File: config.mk
export PLATFORM = sky130hd
export DESIGN_NAME = tws_status
export DESIGN_NICKNAME = d
export VERILOG_FILES = /design/src/inc/tws_pkg.sv /design/src/tws_status.sv
export SDC_FILE = /design/constraint.sdc
export NUM_CORES = 1
export LEC_CHECK = 0
export ABC_AREA = 0
export ABC_CLOCK_PERIOD_IN_PS = 1900
export BUFFER_PORTS_ARGS = -buffer_cell sky130_fd_sc_hd__buf_2
export CAP_MARGIN = 20
export CORE_MARGIN = 2
export CORE_UTILIZATION = 45
export CTS_CLUSTER_SIZE = 25
export DETAILED_ROUTE_END_ITERATION = 12
export PLACE_DENSITY = 0.68
export SLEW_MARGIN = 10
export SYNTH_ARGS = -nofsm -noshare
export SYNTH_HDL_FRONTEND = slang
export SYNTH_SLANG_ARGS = --single-unit
File: constraint.sdc
create_clock -name i_clk_sys -period 1.9 [get_ports i_clk_sys]
set_input_delay 0.38 -clock i_clk_sys [delete_from_list [all_inputs] [get_ports i_clk_sys]]
set_output_delay 0.38 -clock i_clk_sys [all_outputs]
set_load 0.01 [all_outputs]
File: src/inc/tws_pkg.sv
// constants, field layout and state encodings of the thermal/watchdog status word
package tws_pkg;

  // register bus
  localparam int ADDR_W = 8;
  localparam int DATA_W = 24;

  // register offsets
  localparam logic [ADDR_W-1:0] STATUS_OFFSET   = 8'h36;
  localparam logic [ADDR_W-1:0] IRQ_STAT_OFFSET = 8'h40;
  localparam logic [ADDR_W-1:0] IRQ_MASK_OFFSET = 8'h41;

  // status word layout
  localparam int CLUSTERS       = 6;
  localparam int WD_PROG_LSB    = 22;
  localparam int EC_NOT_REACHED = 17;
  localparam int EC_HIGH        = 16;
  localparam int WARN_LSB       = 8;
  localparam int SHUTDOWN_LSB   = 0;

  // interrupt layout: shutdown events low, warning events above
  localparam int IRQ_W        = 2 * CLUSTERS;
  localparam int IRQ_SD_LSB   = 0;
  localparam int IRQ_WARN_LSB = CLUSTERS;

  // values after reset
  localparam logic [CLUSTERS-1:0] FLAGS_RESET = 6'h00;
  localparam logic [IRQ_W-1:0]    IRQ_RESET   = 12'h000;
  localparam logic [DATA_W-1:0]   RDATA_RESET = 24'h000000;

  // watchdog progress codes
  typedef enum logic [1:0] {
    WD_FIRST_THIRD  = 2'b00,
    WD_SECOND_THIRD = 2'b01,
    WD_LAST_THIRD   = 2'b11
  } tws_wd_prog_type;

endpackage : tws_pkg

File: src/tws_status.sv
// thermal/watchdog diagnostic status word with read-and-clear flags and interrupt
// Behaviour
// - The top two bits give watchdog window progress: 00 first third, 01 second third, 11 last third.
// - Bit 17 shows live that the electrochrome voltage has not reached target, never latched.
// - Bit 16 shows the live electrochrome voltage-high condition, never latched.
// - Bits 13 to 8 latch the thermal warning of clusters six to one until a read-and-clear of the word.
// - Bits 5 to 0 latch the first shutdown threshold of clusters six to one until a read-and-clear.
// - A cluster's outputs switch off in the same cycle that its shutdown flag is set.
//
// The implementer's own choice: strobed register access.
module tws_status #(
  parameter int WD_W = 16
) (
  // clock and reset
  input  wire logic                          i_clk_sys,
  input  wire logic                          i_rst_n,
  // register port
  input  wire logic [tws_pkg::ADDR_W-1:0]    i_addr,
  input  wire logic [tws_pkg::DATA_W-1:0]    i_wdata,
  input  wire logic                          i_wr,
  input  wire logic                          i_rd,
  output logic      [tws_pkg::DATA_W-1:0]    o_rdata,
  // watchdog timer, same clock
  input  wire logic [WD_W-1:0]               i_wd_elapsed,
  input  wire logic [WD_W-1:0]               i_wd_window,
  // asynchronous condition pins
  input  wire logic                          i_ec_voltage_not_reached,
  input  wire logic                          i_ec_voltage_high,
  input  wire logic [tws_pkg::CLUSTERS-1:0]  i_cluster_heat_warning,
  input  wire logic [tws_pkg::CLUSTERS-1:0]  i_cluster_heat_shutdown,
  // cluster output disable and interrupt
  output logic      [tws_pkg::CLUSTERS-1:0]  o_cluster_off,
  output logic                               o_irq
);
  import tws_pkg::*;

  localparam int SYNC_W = 2 * CLUSTERS + 2;

  typedef struct packed {
    logic [SYNC_W-1:0]   sync1;
    logic [SYNC_W-1:0]   sync2;

    logic [CLUSTERS-1:0] warn_prev;
    logic [CLUSTERS-1:0] sd_prev;

    logic [CLUSTERS-1:0] warn;
    logic [CLUSTERS-1:0] shutdown;

    logic [1:0]          wd_prog;

    logic [IRQ_W-1:0]    irq_stat;
    logic [IRQ_W-1:0]    irq_mask;

    logic [DATA_W-1:0]   rdata;
  } tws_state_type;

  tws_state_type state_r;
  tws_state_type state_nxt;

  logic [SYNC_W-1:0]   pins;
  logic [CLUSTERS-1:0] warn_live;
  logic [CLUSTERS-1:0] sd_live;
  logic                ec_nr_live;
  logic                ec_hi_live;

  logic [WD_W+1:0]     elapsed_x3;
  logic [WD_W+1:0]     window_x1;
  logic [WD_W+1:0]     window_x2;
  logic                wd_below_first;
  logic                wd_below_second;
  logic [1:0]          wd_code;

  logic [DATA_W-1:0]   status_word;
  logic [DATA_W-1:0]   rd_word;
  logic                rd_status;
  logic                wr_irq_stat;
  logic                wr_irq_mask;

  logic [CLUSTERS-1:0] warn_nxt;
  logic [CLUSTERS-1:0] sd_nxt;
  logic [CLUSTERS-1:0] warn_rise;
  logic [CLUSTERS-1:0] sd_rise;
  logic [IRQ_W-1:0]    irq_events;
  logic [IRQ_W-1:0]    irq_stat_nxt;

  assign pins = {i_ec_voltage_not_reached,
                 i_ec_voltage_high,
                 i_cluster_heat_warning,
                 i_cluster_heat_shutdown};

  // only the second stage is read, never sync1
  assign sd_live    = state_r.sync2[CLUSTERS-1:0];
  assign warn_live  = state_r.sync2[2*CLUSTERS-1:CLUSTERS];
  assign ec_hi_live = state_r.sync2[2*CLUSTERS];
  assign ec_nr_live = state_r.sync2[2*CLUSTERS+1];

  // thirds compared by scaling, so no divider is needed
  assign elapsed_x3 = (WD_W+2)'({2'b00, i_wd_elapsed}) + (WD_W+2)'({1'b0, i_wd_elapsed, 1'b0});
  assign window_x1  = (WD_W+2)'({2'b00, i_wd_window});
  assign window_x2  = (WD_W+2)'({1'b0, i_wd_window, 1'b0});

  // an empty window reports the last third
  assign wd_below_first  = (elapsed_x3 < window_x1);
  assign wd_below_second = (elapsed_x3 < window_x2);

  always_comb begin
    if (wd_below_first) begin
      wd_code = WD_FIRST_THIRD;
    end else if (wd_below_second) begin
      wd_code = WD_SECOND_THIRD;
    end else begin
      wd_code = WD_LAST_THIRD;
    end
  end

  // reserved positions stay zero by construction
  always_comb begin
    status_word                                   = '0;
    status_word[WD_PROG_LSB+1:WD_PROG_LSB]        = state_r.wd_prog;
    status_word[EC_NOT_REACHED]                   = ec_nr_live;
    status_word[EC_HIGH]                          = ec_hi_live;
    status_word[WARN_LSB+CLUSTERS-1:WARN_LSB]     = state_r.warn;
    status_word[SHUTDOWN_LSB+CLUSTERS-1:SHUTDOWN_LSB] = state_r.shutdown;
  end

  // a write to the status word decodes to nothing and is dropped
  assign rd_status   = i_rd && (i_addr == STATUS_OFFSET);
  assign wr_irq_stat = i_wr && (i_addr == IRQ_STAT_OFFSET);
  assign wr_irq_mask = i_wr && (i_addr == IRQ_MASK_OFFSET);

  // one slice per cluster: latch with read-and-clear, and rising edge
  for (genvar g = 0; g < CLUSTERS; g++) begin : g_cluster
    // a condition still present at the clearing read keeps its flag
    assign warn_nxt[g]  = rd_status ? warn_live[g] : (state_r.warn[g] | warn_live[g]);
    assign sd_nxt[g]    = rd_status ? sd_live[g] : (state_r.shutdown[g] | sd_live[g]);

    // edges of the synchronised level raise the interrupt events
    assign warn_rise[g] = warn_live[g] & ~state_r.warn_prev[g];
    assign sd_rise[g]   = sd_live[g] & ~state_r.sd_prev[g];
  end : g_cluster

  // a rising edge of the synchronised condition is the interrupt event, even with the flag already latched
  always_comb begin
    irq_events = '0;
    irq_events[IRQ_SD_LSB+CLUSTERS-1:IRQ_SD_LSB]     = sd_rise;
    irq_events[IRQ_WARN_LSB+CLUSTERS-1:IRQ_WARN_LSB] = warn_rise;
  end

  // one slice per interrupt bit: write one to clear, an event in the same cycle wins
  for (genvar b = 0; b < IRQ_W; b++) begin : g_irq
    assign irq_stat_nxt[b] = (state_r.irq_stat[b] & ~(wr_irq_stat & i_wdata[b]))
                             | irq_events[b];
  end : g_irq

  // register read-back, unmapped addresses read zero
  always_comb begin
    rd_word = RDATA_RESET;
    case (i_addr)
      STATUS_OFFSET: begin
        rd_word = status_word;
      end
      IRQ_STAT_OFFSET: begin
        rd_word = DATA_W'(state_r.irq_stat);
      end
      IRQ_MASK_OFFSET: begin
        rd_word = DATA_W'(state_r.irq_mask);
      end
      default: begin
        rd_word = RDATA_RESET;
      end
    endcase
  end

  always_comb begin
    state_nxt           = state_r;

    state_nxt.sync1     = pins;
    state_nxt.sync2     = state_r.sync1;

    state_nxt.warn_prev = warn_live;
    state_nxt.sd_prev   = sd_live;
    state_nxt.wd_prog   = wd_code;

    // read-and-clear only touches the latched fields
    state_nxt.warn      = warn_nxt;
    state_nxt.shutdown  = sd_nxt;
    state_nxt.irq_stat  = irq_stat_nxt;

    if (wr_irq_mask) begin
      state_nxt.irq_mask = i_wdata[IRQ_W-1:0];
    end

    // read data stands only in the cycle after the strobe
    state_nxt.rdata = RDATA_RESET;
    if (i_rd) begin
      state_nxt.rdata = rd_word;
    end
  end

  always_ff @(posedge i_clk_sys or negedge i_rst_n) begin
    if (!i_rst_n) begin
      state_r.sync1     <= '0;
      state_r.sync2     <= '0;
      state_r.warn_prev <= FLAGS_RESET;
      state_r.sd_prev   <= FLAGS_RESET;
      state_r.warn      <= FLAGS_RESET;
      state_r.shutdown  <= FLAGS_RESET;
      state_r.wd_prog   <= WD_FIRST_THIRD;
      state_r.irq_stat  <= IRQ_RESET;
      state_r.irq_mask  <= IRQ_RESET;
      state_r.rdata     <= RDATA_RESET;
    end else begin
      state_r <= state_nxt;
    end
  end

  // outputs off straight from the latched flag, so both change on the same edge
  assign o_cluster_off = state_r.shutdown;

  // read data from a flop, zero outside the read slot
  assign o_rdata       = state_r.rdata;

  // level interrupt, stays high until software clears the status bit or its mask bit
  assign o_irq         = |(state_r.irq_stat & state_r.irq_mask);

endmodule : tws_status

==> impl_metrics.toml <==
[clock_network]
cts_buffers = 9
clk_latency_ns = 0.36
cts-root-buf = "clkbuf_8"
h-tree-depth = 3
cts.sinks = 96
cts_tree = "done"
clk_pin_slew_ns = 0.10
clk_path_buf_depth = 2

[routing]
drt_wl_total_microns = 10900
postRouteAntennaNets = 0
via_per_inst = 5.167
first_pass_iters = 5
met1_length_microns = 4783
wl_met3_microns = 591
drtIter0Drc = 171
drc = 0
avgRoutedWirePerCell_microns = 14.89
route.top_layer_used = "met4"
dr_wl_met2_microns = 5440
routed-via-count = 3782

[layout]
synthToLayoutAreaGrowth_pct = 26.39
layout.cells.non_filler = 732
layout_common_cells = "dfrtp_1 (96), buf_2 (91), buf_4 (64)"
final_common_cell = "dfrtp_1"
drive_gt1_share_pct = 34.35
final_util_pct = 57.86
fin_nets = 716
stdcell_area_sq_mm = 0.006245

[run]
cap_viol_max_count = 0

[sta]
hold_viol = 0
rsz0062_at_grt = "true"
slew_violations = 0
postLayoutSetupSlackWorst_ns = -1.079
fin_crit_ns = 2.979
max_freq_ghz = 0.3357
tns_ns = -2.137
skew_ns = 0.01244
final-setup-viol-count = 2
finalCritPeriodShare_pct = 156.8

[placed_design]
place.detailed.hpwl_microns = 8267
dp_cells = 710
post_dp_cell_area_sq_mm = 0.005898
port-buffer-count = 94
gp_congestion = 0.8808

[synth]
synth-simple-area-share_pct = 9.344
ys_seq_area_share_pct = 48.62
synth_ff_type = "dfrtp_1"
ys_ff_latch = 96
synth-edff-count = 0
syn_area_per_cell_sq_um = 11.05
async_flop_share_pct = 100.0
yosys-mux-area-fraction_pct = 2.937
synthAdderAreaFrac_pct = 12.31
synth_cell_types = 50
syn_area_sq_mm = 0.004941
yosys_warnings = 0
synth_cells = 447
synth_top_family_by_area = "compound AO/OA/AOI/OAI gates"
synth_compound_area_share_pct = 16.76
synth_xor_area_share_pct = 1.773

[status]
outcome = "complete, but fails checks"
violations = "setup timing"

[global_route]
grtUsageTotal_pct = 19.11
antenna_found_initial = 1
grt_max_degree = 31
grt_overflow_total = 0
grt_pass1_wl_microns = 17500
grt_pass1_vias = 3785

[setup_path]
worstSetupPathType = "in -> reg"
crit_fanout = 3
crit_path_end_kind = "flip-flop"
arrival_ns = 3.22
cp.required_ns = 2.14
timing.rr.start = "state_r[47]"
start_kind = "primary input"
r2r_end = "o_rdata[11]"
rrSetupSlack_ns = 0.91
rr_worst_depth = 2

[floorplanning]
die_area_sq_mm = 0.01183
die_x_microns = 108.8
dieHeight_microns = 108.8
io_pins = 113
core_sq_mm = 0.01079
fp-row-count = 38
initial_utilization_pct = 45.78

[hold_path]
min_to = "state_nxt[82]"
hp-class = "in -> reg"
hold_depth = 1
min_from = "i_cluster_heat_warning[2]"

[power_and_ir_drop]
powerDensity_mw_per_mm2 = 764.0
leakage_nw = 3.161
vdd_ir_drop_max_mv = 0.6255
power.total_mw = 4.771
-- routing by layer --
metal,GRT usage [%],up-vias
met5,0,-
met4,4.945,0
met3,4.184,8
met2,33.13,118
met1,24.25,1807
li1,-,1849
-- power breakdown --
group | switching, mW | internal, mW
logic | 0.514 | 0.525
registers | 0.0343 | 2.11
clock network | 0.698 | 0.890
total | 1.25 | 3.52
-- kinds of logic after synthesis --
family                   after synthesis
AO/OA/AOI/OAI                        112
XOR/XNOR                              10
adder cells (fa/ha/maj)               48
buffers and inverters                 77
flip-flops                            96
multiplexers                          13
other                                  1
AND/OR/NAND/NOR                       90
-- worst max-delay path: stages --
cell	delay (ns)
buf_8	0.08
ha_4	0.13
inv_2	0.03
fa_2	0.34
and2b_1	0.23
o211ai_2	0.12
a211oi_2	0.29
o41a_1	0.23
mux2i_1	0.19
nor4b_4	0.27
ha_1	0.30
o21a_1	0.13
a21oi_2	0.13
o211ai_1	0.12
a21oi_2	0.16
o21bai_1	0.09
-- stage by stage --
| stage | hold WS (ns) | setup slack, ns |
|---|---|---|
| CTS | 0.09787 | -1.009 |
| detailed placement | 0.3358 | -1.520 |
| global placement | 0.3310 | -1.431 |
| global route | 0.09312 | -1.188 |
| floorplan | 0.08441 | -1.117 |
| finish | 0.1189 | -1.079 |
-- sequential cells by signal, summed over array words and instances (netlist names) --
name	count
state_r	44
state_nxt	20
o_rdata	18
o_cluster_off	6
sd_live	6
ec_hi_live	1
ec_nr_live	1
-- final cells by class --
class,count,area [sq um]
sequential,96,2402
clock inverter,7,125.1
antenna,1,2.502
tap,140,175.2
fill,913,4548
multi-input combinational,279,2221
clock buffer,9,123.9
timing repair buffer,162,1052
inverter,38,142.6
-- what timing repair did --
action / in CTS / in global routing
pin swaps: 9 / 7
resized for setup: 9 / 4
setup endpoints to repair: 3 / 3
hold endpoints to repair: 27 / 0
hold buffers: 1 / 0
buffers inserted: 1 / 3
-- worst max path at each step --
| stage | end | from | cells after the start |
|---|---|---|---|
| floorplan | state_r[49] | i_wd_elapsed[0] | 15 |
| global placement | state_r[49] | i_wd_elapsed[1] | 16 |
| detailed placement | state_r[49] | i_wd_elapsed[1] | 16 |
| CTS | state_r[49] | i_wd_elapsed[1] | 16 |
| global route | state_r[49] | i_wd_elapsed[1] | 16 |
| finish | state_r[49] | i_wd_elapsed[1] | 16 |
-- synthesized netlist by cell type, types with 2 or more instances --
master | instances | area [sq um]
nor2_1 | 23 | 86.33
a21o_1 | 20 | 150.1
inv_1 | 38 | 142.6
nand2b_1 | 2 | 12.51
nor4_1 | 2 | 12.51
o211ai_1 | 4 | 30.03
a221oi_1 | 3 | 26.28
a21oi_1 | 24 | 120.1
nor3_1 | 2 | 10.01
nor3b_1 | 2 | 15.01
nand4_1 | 6 | 37.54
a211oi_1 | 3 | 22.52
o21ai_0 | 10 | 50.05
clkbuf_1 | 7 | 26.28
nand3_1 | 6 | 30.03
buf_2 | 2 | 10.01
a22o_1 | 15 | 131.4
mux2_2 | 12 | 135.1
nand2_1 | 27 | 101.4
and2b_1 | 2 | 15.01
a211o_1 | 3 | 26.28
a2111oi_0 | 3 | 26.28
a22oi_1 | 2 | 15.01
o21bai_1 | 2 | 15.01
o21a_1 | 4 | 30.03
dfrtp_1 | 96 | 2402
and3_1 | 7 | 43.79
and2_1 | 3 | 18.77
nor2b_1 | 4 | 25.02
buf_4 | 30 | 225.2
xor2_1 | 2 | 17.52
ha_1 | 47 | 588.1
xnor2_1 | 8 | 70.07
a222oi_1 | 10 | 100.1
Note: power is estimated with default switching activity, not from simulation.
